**src/rrm_map.vh**
```
`ifndef RRM_MAP_VH
`define RRM_MAP_VH
// register byte offsets
`define RRM_OFS_CTRL 8'h00
`define RRM_OFS_RISE 8'h04
`define RRM_OFS_FALL 8'h08
`define RRM_OFS_STOP 8'h0C
`define RRM_OFS_ROUND 8'h10
`define RRM_OFS_UPDN 8'h14
`define RRM_OFS_SEL 8'h18
`define RRM_OFS_DIFN 8'h1C
`define RRM_OFS_EXTREF 8'h20
`define RRM_OFS_STAT 8'h24
`define RRM_OFS_FLAGS 8'h28
// control fields
`define RRM_CTRL_RUN 0
`define RRM_CTRL_KPUP 1
`define RRM_CTRL_KPDN 2
`define RRM_CTRL_POL_LO 4
`define RRM_CTRL_MASK 32'h0000_0037
`define RRM_SEL_MASK 32'h001F_FFFF
`define RRM_DIFN_MASK 32'h3FFF_FFFF
`define RRM_LO16_MASK 32'h0000_FFFF
// reset values
`define RRM_RST_CTRL 32'h0000_0000
`define RRM_RST_TIME 32'h2710_2710
`define RRM_RST_ROUND 32'h0000_0000
`define RRM_RST_UPDN 32'h0000_2710
`define RRM_RST_SEL 32'h0000_0000
`define RRM_RST_DIFN 32'h0000_0000
// full scale reference, 100 percent, and velocity scale
`define RRM_FS 16'h2710
`define RRM_VFULL 9'h100
`define RRM_VMIN 9'h010
// function codes of configurable digital inputs
`define RRM_FN_UP 5'h0E
`define RRM_FN_DN 5'h0F
`define RRM_FN_ZERO 5'h10
// selector codes
`define RRM_REF_MPOT 3'h5
`define RRM_SRC_TERM 3'h1
`define RRM_SRC_SERIAL 3'h2
`define RRM_SRC_FBUS 3'h3
`define RRM_SRC_KEYPAD 3'h4
// polarity modes and bus response codes
`define RRM_POL_FULL 2'h0
`define RRM_POL_POS 2'h1
`define RRM_POL_NEG 2'h2
`define RRM_RESP_OKAY 2'h0
`define RRM_RESP_SLVERR 2'h2
`endif

```
**src/rrm_ramp.v**
```verilog
// Functional notes
// - while running, ramp with separate rise and fall times per reference sign.
// - optional start rounding and separate optional end rounding of each transient.
// - run withdrawn: ramp to zero with positive or negative stop-ramp time.
// - no start or end rounding on stop-ramp transients.
// - rounded transient lasts ramp time plus half of each rounding time.
// - motor-pot reference rises on up, falls on down, from inputs or keypad.
// - motor-pot used only when some reference selector picks it; indicator then lit.
// - up and down accepted from at most three of four sources, by selectors.
// - digital input function code 14 is up, code 15 is down.
// - up and down together cancel; motor-pot reference unchanged.
// - several equal commands from different sources act as one.
// - active up or down changes motor-pot reference at its own ramp rate.
// - motor-pot ramp in series with main ramp; the slower one wins.
// - polarity setting gives full signed range or one sign only.
// - retention restores last motor-pot value at power-on, else zero.
// - zero input sets motor-pot reference to zero at once, no ramp.
// - zero beats a simultaneous up or down.
`include "rrm_map.vh"
`timescale 1ns/100ps
`default_nettype none
module rrm_ramp
(
	// clock, reset, enable, control tick
	input wire clk_in,
	input wire rst_in,
	input wire ce_in,
	input wire tick_in,
	// terminal inputs (pins) and command sources on this clock
	input wire [5:0] di_in,
	input wire serial_up_in,
	input wire serial_dn_in,
	input wire fbus_up_in,
	input wire fbus_dn_in,
	// stored parameters for retention
	input wire updown_retain_enable_in,
	input wire signed [15:0] nv_ref_in,
	// outputs
	output reg signed [15:0] ramp_ref_out,
	output reg signed [15:0] motor_pot_ref_out,
	output reg local_reference_indicator_out,
	// axi4-lite slave
	input wire [7:0] s_axi_awaddr,
	input wire s_axi_awvalid,
	output reg s_axi_awready,
	input wire [31:0] s_axi_wdata,
	input wire [3:0] s_axi_wstrb,
	input wire s_axi_wvalid,
	output reg s_axi_wready,
	output reg [1:0] s_axi_bresp,
	output reg s_axi_bvalid,
	input wire s_axi_bready,
	input wire [7:0] s_axi_araddr,
	input wire s_axi_arvalid,
	output reg s_axi_arready,
	output reg [31:0] s_axi_rdata,
	output reg [1:0] s_axi_rresp,
	output reg s_axi_rvalid,
	input wire s_axi_rready
);
	reg [31:0] ctrl, rise, fall, stop_t, round_t, updn, sel, difn, extref;
	reg [7:0] awaddr;
	reg [31:0] wdata;
	reg [3:0] wstrb;
	reg [5:0] di_s1, di_s2;
	reg loaded;
	reg [16:0] macc;
	reg [17:0] pacc;
	reg [15:0] racc;
	reg [8:0] vel;
	reg last_up;
	// decoded commands
	reg term_up, term_dn, term_zero, cmd_up, cmd_dn, mp_used;
	reg [2:0] src;
	reg [4:0] code;
	integer i;
	wire run = ctrl[`RRM_CTRL_RUN];
	wire [1:0] pol = ctrl[`RRM_CTRL_POL_LO+1:`RRM_CTRL_POL_LO];
	wire signed [15:0] fs_s = `RRM_FS;
	wire signed [15:0] mp_max = (pol == `RRM_POL_NEG) ? 16'h0000 : fs_s;
	wire signed [15:0] mp_min = (pol == `RRM_POL_POS) ? 16'h0000 : -fs_s;

	function [31:0] rrm_merge;
		input [31:0] old;
		input [31:0] data;
		input [3:0] strb;
		integer b;
		begin
			rrm_merge = old;
			for (b = 0; b < 4; b = b + 1)
				if (strb[b])
					rrm_merge[8*b +: 8] = data[8*b +: 8];
		end
	endfunction

	// commands from the selected sources; equal commands simply OR together
	always @*
	begin
		term_up = 1'b0;
		term_dn = 1'b0;
		term_zero = 1'b0;
		cmd_up = 1'b0;
		cmd_dn = 1'b0;
		mp_used = 1'b0;
		src = 3'h0;
		code = 5'h00;
		for (i = 0; i < 6; i = i + 1)
		begin
			code = difn[5*i +: 5];
			term_up = term_up | (di_s2[i] & (code == `RRM_FN_UP));
			term_dn = term_dn | (di_s2[i] & (code == `RRM_FN_DN));
			term_zero = term_zero | (di_s2[i] & (code == `RRM_FN_ZERO));
		end
		for (i = 0; i < 3; i = i + 1)
		begin
			src = sel[12 + 3*i +: 3];
			case (src)
				`RRM_SRC_TERM:
				begin
					cmd_up = cmd_up | term_up;
					cmd_dn = cmd_dn | term_dn;
				end
				`RRM_SRC_SERIAL:
				begin
					cmd_up = cmd_up | serial_up_in;
					cmd_dn = cmd_dn | serial_dn_in;
				end
				`RRM_SRC_FBUS:
				begin
					cmd_up = cmd_up | fbus_up_in;
					cmd_dn = cmd_dn | fbus_dn_in;
				end
				`RRM_SRC_KEYPAD:
				begin
					cmd_up = cmd_up | ctrl[`RRM_CTRL_KPUP];
					cmd_dn = cmd_dn | ctrl[`RRM_CTRL_KPDN];
				end
				default:
				begin
					cmd_up = cmd_up;
					cmd_dn = cmd_dn;
				end
			endcase
		end
		for (i = 0; i < 4; i = i + 1)
			mp_used = mp_used | (sel[3*i +: 3] == `RRM_REF_MPOT);
	end

	// main ramp: target, ramp time and rounding selection
	wire signed [15:0] tgt = !run ? 16'h0000 : (mp_used ? motor_pot_ref_out : extref[15:0]);
	wire signed [16:0] diff = {tgt[15], tgt} - {ramp_ref_out[15], ramp_ref_out};
	wire dir_up = !diff[16];
	wire [16:0] rem = diff[16] ? -diff : diff;
	wire ref_pos = (ramp_ref_out > 16'sh0000) || ((ramp_ref_out == 16'sh0000) && dir_up);
	wire away = (dir_up == ref_pos);
	wire [15:0] t_run = ref_pos ? (away ? rise[15:0] : fall[15:0]) : (away ? rise[31:16] : fall[31:16]);
	wire [15:0] t_stop = ref_pos ? stop_t[15:0] : stop_t[31:16];
	wire [15:0] t_sel = run ? t_run : t_stop;
	wire [15:0] ts = run ? round_t[15:0] : 16'h0000;
	wire [15:0] te = run ? round_t[31:16] : 16'h0000;
	// end rounding begins once the remaining distance fits a linear slow-down over te
	wire [33:0] brake_l = rem * {t_sel, 1'b0};
	// both factors widened first so the product keeps all 32 bits
	wire [33:0] brake_r = {18'h00000, `RRM_FS} * {18'h00000, te};
	wire decel = (te != 16'h0000) && (brake_l <= brake_r) && (vel != 9'h000);
	wire [8:0] vel_eff = (!decel && (ts == 16'h0000)) ? `RRM_VFULL : vel;
	wire [24:0] vstep = `RRM_FS * vel_eff;
	wire [17:0] pacc_sum = pacc + {1'b0, vstep[24:8]};
	wire [15:0] rdiv = decel ? te : ts;
	wire [15:0] racc_sum = racc + {7'h00, `RRM_VFULL};
	wire [16:0] macc_sum = macc + {1'b0, `RRM_FS};
	wire mp_step = (updn[15:0] == 16'h0000) || (macc_sum >= {1'b0, updn[15:0]});
	wire adv = ce_in & tick_in;

	// motor potentiometer reference
	always @(posedge clk_in or posedge rst_in)
	begin
		if (rst_in)
		begin
			motor_pot_ref_out <= 16'sh0000;
			macc <= 17'h00000;
			loaded <= 1'b0;
		end
		else if (ce_in)
		begin
			if (!loaded)
			begin
				loaded <= 1'b1;
				motor_pot_ref_out <= updown_retain_enable_in ? nv_ref_in : 16'sh0000;
			end
			else if (term_zero)
			begin
				motor_pot_ref_out <= 16'sh0000;
				macc <= 17'h00000;
			end
			else if (motor_pot_ref_out > mp_max)
				motor_pot_ref_out <= mp_max;
			else if (motor_pot_ref_out < mp_min)
				motor_pot_ref_out <= mp_min;
			else if (adv && (cmd_up != cmd_dn))
			begin
				macc <= mp_step ? 17'h00000 : macc_sum;
				if (mp_step && cmd_up && (motor_pot_ref_out < mp_max))
					motor_pot_ref_out <= motor_pot_ref_out + 16'sh0001;
				else if (mp_step && cmd_dn && (motor_pot_ref_out > mp_min))
					motor_pot_ref_out <= motor_pot_ref_out - 16'sh0001;
			end
		end
	end

	// main ramp; while running with the motor-pot selected, its value is the target, so the slower ramp governs
	always @(posedge clk_in or posedge rst_in)
	begin
		if (rst_in)
		begin
			ramp_ref_out <= 16'sh0000;
			pacc <= 18'h00000;
			racc <= 16'h0000;
			vel <= 9'h000;
			last_up <= 1'b1;
			local_reference_indicator_out <= 1'b0;
		end
		else if (ce_in)
		begin
			local_reference_indicator_out <= mp_used;
			if (adv)
			begin
				if ((diff == 17'h00000) || (dir_up != last_up))
				begin
					// settled or reversing: next transient restarts its rounding
					pacc <= 18'h00000;
					racc <= 16'h0000;
					vel <= 9'h000;
					last_up <= dir_up;
				end
				else if (t_sel == 16'h0000)
					ramp_ref_out <= tgt;
				else
				begin
					// one step per tick at most, so times under full scale ticks saturate
					if (pacc_sum >= {2'b00, t_sel})
					begin
						pacc <= (pacc_sum - {2'b00, t_sel} >= {2'b00, t_sel}) ? 18'h00000 :
							pacc_sum - {2'b00, t_sel};
						ramp_ref_out <= dir_up ? ramp_ref_out + 16'sh0001 :
							ramp_ref_out - 16'sh0001;
					end
					else
						pacc <= pacc_sum;
					if (decel || (vel_eff < `RRM_VFULL))
					begin
						// velocity changes by one unit each rdiv/256 ticks
						if ((racc_sum >= rdiv) || (rdiv < {7'h00, `RRM_VFULL}))
						begin
							racc <= 16'h0000;
							if (decel && (vel > `RRM_VMIN))
								vel <= vel - 9'h001;
							else if (!decel)
								vel <= vel + 9'h001;
						end
						else
							racc <= racc_sum;
					end
					else
						vel <= vel_eff;
				end
			end
		end
	end

	// axi4-lite write path
	always @(posedge clk_in or posedge rst_in)
	begin
		if (rst_in)
		begin
			s_axi_awready <= 1'b0;
			s_axi_wready <= 1'b0;
			s_axi_bvalid <= 1'b0;
			s_axi_bresp <= `RRM_RESP_OKAY;
			awaddr <= 8'h00;
			wdata <= 32'h0000_0000;
			wstrb <= 4'h0;
			ctrl <= `RRM_RST_CTRL;
			rise <= `RRM_RST_TIME;
			fall <= `RRM_RST_TIME;
			stop_t <= `RRM_RST_TIME;
			round_t <= `RRM_RST_ROUND;
			updn <= `RRM_RST_UPDN;
			sel <= `RRM_RST_SEL;
			difn <= `RRM_RST_DIFN;
			extref <= 32'h0000_0000;
			di_s1 <= 6'h00;
			di_s2 <= 6'h00;
		end
		else if (ce_in)
		begin
			di_s1 <= di_in;
			di_s2 <= di_s1;
			if (!loaded)
			begin
				s_axi_awready <= 1'b1;
				s_axi_wready <= 1'b1;
			end
			if (s_axi_awready && s_axi_awvalid)
			begin
				s_axi_awready <= 1'b0;
				awaddr <= s_axi_awaddr;
			end
			if (s_axi_wready && s_axi_wvalid)
			begin
				s_axi_wready <= 1'b0;
				wdata <= s_axi_wdata;
				wstrb <= s_axi_wstrb;
			end
			if (loaded && !s_axi_awready && !s_axi_wready && !s_axi_bvalid)
			begin
				s_axi_bvalid <= 1'b1;
				s_axi_bresp <= `RRM_RESP_OKAY;
				case (awaddr)
					`RRM_OFS_CTRL: ctrl <= rrm_merge(ctrl, wdata, wstrb) & `RRM_CTRL_MASK;
					`RRM_OFS_RISE: rise <= rrm_merge(rise, wdata, wstrb);
					`RRM_OFS_FALL: fall <= rrm_merge(fall, wdata, wstrb);
					`RRM_OFS_STOP: stop_t <= rrm_merge(stop_t, wdata, wstrb);
					`RRM_OFS_ROUND: round_t <= rrm_merge(round_t, wdata, wstrb);
					`RRM_OFS_UPDN: updn <= rrm_merge(updn, wdata, wstrb) & `RRM_LO16_MASK;
					`RRM_OFS_SEL: sel <= rrm_merge(sel, wdata, wstrb) & `RRM_SEL_MASK;
					`RRM_OFS_DIFN: difn <= rrm_merge(difn, wdata, wstrb) & `RRM_DIFN_MASK;
					`RRM_OFS_EXTREF: extref <= rrm_merge(extref, wdata, wstrb) & `RRM_LO16_MASK;
					`RRM_OFS_STAT, `RRM_OFS_FLAGS: s_axi_bresp <= `RRM_RESP_OKAY;
					default: s_axi_bresp <= `RRM_RESP_SLVERR;
				endcase
			end
			if (s_axi_bvalid && s_axi_bready)
			begin
				s_axi_bvalid <= 1'b0;
				s_axi_awready <= 1'b1;
				s_axi_wready <= 1'b1;
			end
		end
	end

	// axi4-lite read path
	always @(posedge clk_in or posedge rst_in)
	begin
		if (rst_in)
		begin
			s_axi_arready <= 1'b0;
			s_axi_rvalid <= 1'b0;
			s_axi_rdata <= 32'h0000_0000;
			s_axi_rresp <= `RRM_RESP_OKAY;
		end
		else if (ce_in)
		begin
			if (!loaded)
				s_axi_arready <= 1'b1;
			if (s_axi_arready && s_axi_arvalid)
			begin
				s_axi_arready <= 1'b0;
				s_axi_rvalid <= 1'b1;
				s_axi_rresp <= `RRM_RESP_OKAY;
				case (s_axi_araddr)
					`RRM_OFS_CTRL: s_axi_rdata <= ctrl;
					`RRM_OFS_RISE: s_axi_rdata <= rise;
					`RRM_OFS_FALL: s_axi_rdata <= fall;
					`RRM_OFS_STOP: s_axi_rdata <= stop_t;
					`RRM_OFS_ROUND: s_axi_rdata <= round_t;
					`RRM_OFS_UPDN: s_axi_rdata <= updn;
					`RRM_OFS_SEL: s_axi_rdata <= sel;
					`RRM_OFS_DIFN: s_axi_rdata <= difn;
					`RRM_OFS_EXTREF: s_axi_rdata <= extref;
					`RRM_OFS_STAT: s_axi_rdata <= {motor_pot_ref_out, ramp_ref_out};
					`RRM_OFS_FLAGS: s_axi_rdata <= {28'h0000000, term_zero, cmd_dn, cmd_up, mp_used};
					default:
					begin
						s_axi_rdata <= 32'h0000_0000;
						s_axi_rresp <= `RRM_RESP_SLVERR;
					end
				endcase
			end
			if (s_axi_rvalid && s_axi_rready)
			begin
				s_axi_rvalid <= 1'b0;
				s_axi_arready <= 1'b1;
			end
		end
	end
endmodule // rrm_ramp
`default_nettype wire

```
**config.mk**
```make
export PLATFORM = sky130hd
export DESIGN_NAME = rrm_ramp
export DESIGN_NICKNAME = d
export VERILOG_FILES = /design/src/rrm_ramp.v
export VERILOG_INCLUDE_DIRS = /design/src
export SDC_FILE = /design/constraint.sdc
export NUM_CORES = 2
export LEC_CHECK = 0
export BUFFER_PORTS_ARGS = -buffer_cell sky130_fd_sc_hd__buf_2
export CAP_MARGIN = 15
export CORE_MARGIN = 2
export CORE_UTILIZATION = 30
export DETAILED_ROUTE_END_ITERATION = 8
export SLEW_MARGIN = 25
export SYNTH_ARGS = -nofsm -noshare
export SYNTH_HDL_FRONTEND = slang
export SYNTH_SLANG_ARGS = --single-unit
```
**constraint.sdc**
```tcl
create_clock -name clk_in -period 42.6 [get_ports clk_in]
set_clock_uncertainty 0.15 [all_clocks]
set_input_delay 4.26 -clock clk_in [delete_from_list [all_inputs] [get_ports clk_in]]
set_output_delay 4.26 -clock clk_in [all_outputs]
set_load 0.005 [all_outputs]
```
==> impl_results.md <==
- Synth area leaders: dfrtp_1 (23%), fa_1 (14%), ha_1 (13%), mux2_2 (7.8%), inv_1 (5.0%)
- Congestion Overflow GR: 0
- IO Port Bufs: 159
- Post-synthesis register bit count: 394
- Row cnt: 131
- Synth top cells by count: inv_1 (514), ha_1 (388), nand2_1 (360)
- Sequential area share after synthesis: 25.70%
- Crit path arrival time: 21770 ps
- CTS tree: done
- CP required: 42950 ps
- CTS Buffer Depth: 3
- Initial Util: 30.22%
- Total negative slack: 0 ps
- Asr flop ratio synth: 100.0%
- Routed vias/inst: 5.366
- Min cycle time layout: 21420 ps
- RD Place Congestion: 0.9677
- Worst Setup Start Kind: flip-flop
- RSZ-0062 raised after global routing: no
- Largest fanout on the critical path: 19
- Initial antenna violation count: 0
- Via count: 31.99k
- Synth Area in XOR/XNOR: 3.636%
- Main combinational cell family by area after synthesis: adder cells
- Post-DP HPWL: between 100 and 150 mm
- Worst slew margin: a little under a quarter
- Post-Syn Area per Cell: 9.388 um2
- Post-synthesis mux area share: ~10%
- Slew Limit Fails: 0
- Setup-failing EPs final: 0
- First-pass GRT wire length: 199.9 mm
- Post-Synth Adder-Cell Area: 26.26%
- Synth Area in Compound Gates: 14.06%
- Post-synth top area share: ~23%
- Clock-pin slew on the worst setup and hold paths: approximately 60 ps
- Reg-to-Reg Start: sel[0]
- Cells after Synth: just over 4k
- Max cap viols: 0
- Fraction of layout instances using a drive strength above 1: 15.96%
- Area grow syn2layout: 12.11%
- Area leader, netlist: dfrtp_1
- Tcrit/Tclk final: 50.27%
- Status: completed
- Synth Cell Area: 0.03854 mm2
- I/O pins: 162
- Die area: roughly 0.13 mm2
- Final Hold Viols: 0
- Number of remaining DRC errors: 0
- Global-route usage over all layers: 19.77%
- EDFF count, synth: 0
- Hold EP: di_s2[1]
- DR WL/cell: ~22 um
- Die width: ~360 um
- Core area: 0.1275 mm2
- Post-synth top flop: dfrtp_1
- Cts bufs inserted: 46
- DRT iter0 DRCs: a little over 3k
- CTS Hold Bufs: 0
- Die H: approximately 360 um
- Worst-Skew Late Latency: ~620 ps
- Post-CTS setup buffers: 0
- Crit. End Element: flip-flop
- Routed wire length: ~130 mm
- Post-CTS Resized: 0
- Synth Area in Simple Gates: 14.03%
- Most frequent cell after synthesis: inv_1
- HP Class: flip-flop to flip-flop
- Max incr delay on CP: 760 ps
- Worst R2R Setup Slack: 21180 ps
- First-pass iteration count of the detailed router: 9
- Nets: 5000
- Root Driver: clkbuf_16
- WS Path Type: flip-flop to flip-flop
- Yosys cell types: 99
- # clock sinks: 394
- Vias in the first global route: 32.18k
- Min-delay src: di_s1[1]
- Htree depth: 2
- RR Endpoint: pacc[15]
- Crit-path slowest cell: nor4_2
- ANT cells: 0
- Antenna Nets Post-Route: 0
- Most frequent cell on the critical path: ha_1
- Synth Warn #: 0
- Worst-case reg-to-reg path depth: 85
- Largest net degree at the start of global routing: 149
- FMAX: roughly 47 MHz
- Hold Path Stages: 1
- Tightest Pin Transition: 1149 ps
worst max-delay path, delay by kind of cell (launching register included):
family	cells	cell delay [ps]
adders and majority gates	19	7310
buffers and inverters	10	1620
xor gates and xnor gates	3	420
AOI/OAI and AO/OA	31	6190
DFF	1	390
and+or+nand+nor	22	5200
how the worst max path moves through the flow:
stage                     startpoint         endpoint  slack (ps)  cells after the start
finish                        sel[0]         pacc[15]       21180                     85
global route        ramp_ref_out[15]  ramp_ref_out[0]       19780                     74
CTS                           sel[0]         pacc[15]       20950                     82
detailed placement            sel[2]         pacc[15]       21020                     82
global placement              sel[0]         pacc[15]       21230                     82
floorplan                     sel[0]          pacc[2]       22890                     86
placed cells by master, fill, tap and decap left out, types with 41 or more instances in the layout:
cell,Yosys,final
xor2_1,58,57
a21o_1,71,71
nor3_1,62,62
a21oi_1,156,154
nor2_1,290,282
buf_2,11,159
inv_1,514,513
buf_4,3,74
a31oi_1,41,41
o21ai_0,131,130
a22o_1,60,60
nand2_1,360,360
nor2b_1,46,45
mux2i_1,75,74
nand3_1,95,94
dfrtp_1,358,357
clkbuf_16,0,46
fa_1,263,263
mux2_2,266,266
ha_1,388,388
a22oi_1,48,48
xnor2_1,102,100
kinds of logic after synthesis:
logic type / count (synthesis)
AOI/OAI and AO/OA: 778
xor gates and xnor gates: 160
adders and majority gates: 651
buffers and inverters: 647
DFF: 394
muxes: 344
other: 1
and+or+nand+nor: 1130
area by class of cell:
type / count / area [um2]
Clock buffer: 71 / 1355
Clock inverter: 15 / 225.2
Fill cell: 13118 / 84320
Inverter: 518 / 1952
Multi-Input combinational cell: 3065 / 26290
Sequential cell: 394 / 9906
Tap cell: 1662 / 2079
Timing Repair Buffer: 236 / 1394
metrics by stage:
step	util, %	cell area (um2)	setup WS, ps	cells	hold slack (ps)
finish	33.88	43200	21180	5961	317.2
CTS	33.85	43170	20950	5961	319.4
detailed placement	32.62	41590	21020	5875	315.6
global route	33.88	43200	19780	5961	357.0
floorplan	-	38540	22890	4106	299.2
global placement	32.61	41580	21230	5875	301.1
metal layers:
layer / routed length [um] / global-route usage (%) / vias up
met5: 0 / 0 / -
met4: 7947 / 10.47 / 0
met3: 9779 / 3.553 / 288
met2: 58070 / 31.24 / 1230
met1: 55020 / 25.69 / 15846
li1: - / - / 14622
registers in the layout, summed over array words and instances (netlist names), 18 cells and up:
register and count:
fall 32, rise 32, round_t 32, s_axi_rdata 32, stop_t 32, wdata 32
difn 30, sel 21, pacc 18
Power is left out: the tool's default activity adds up to more than one toggle a clock period on the data nets, which glitch-free logic cannot reach.
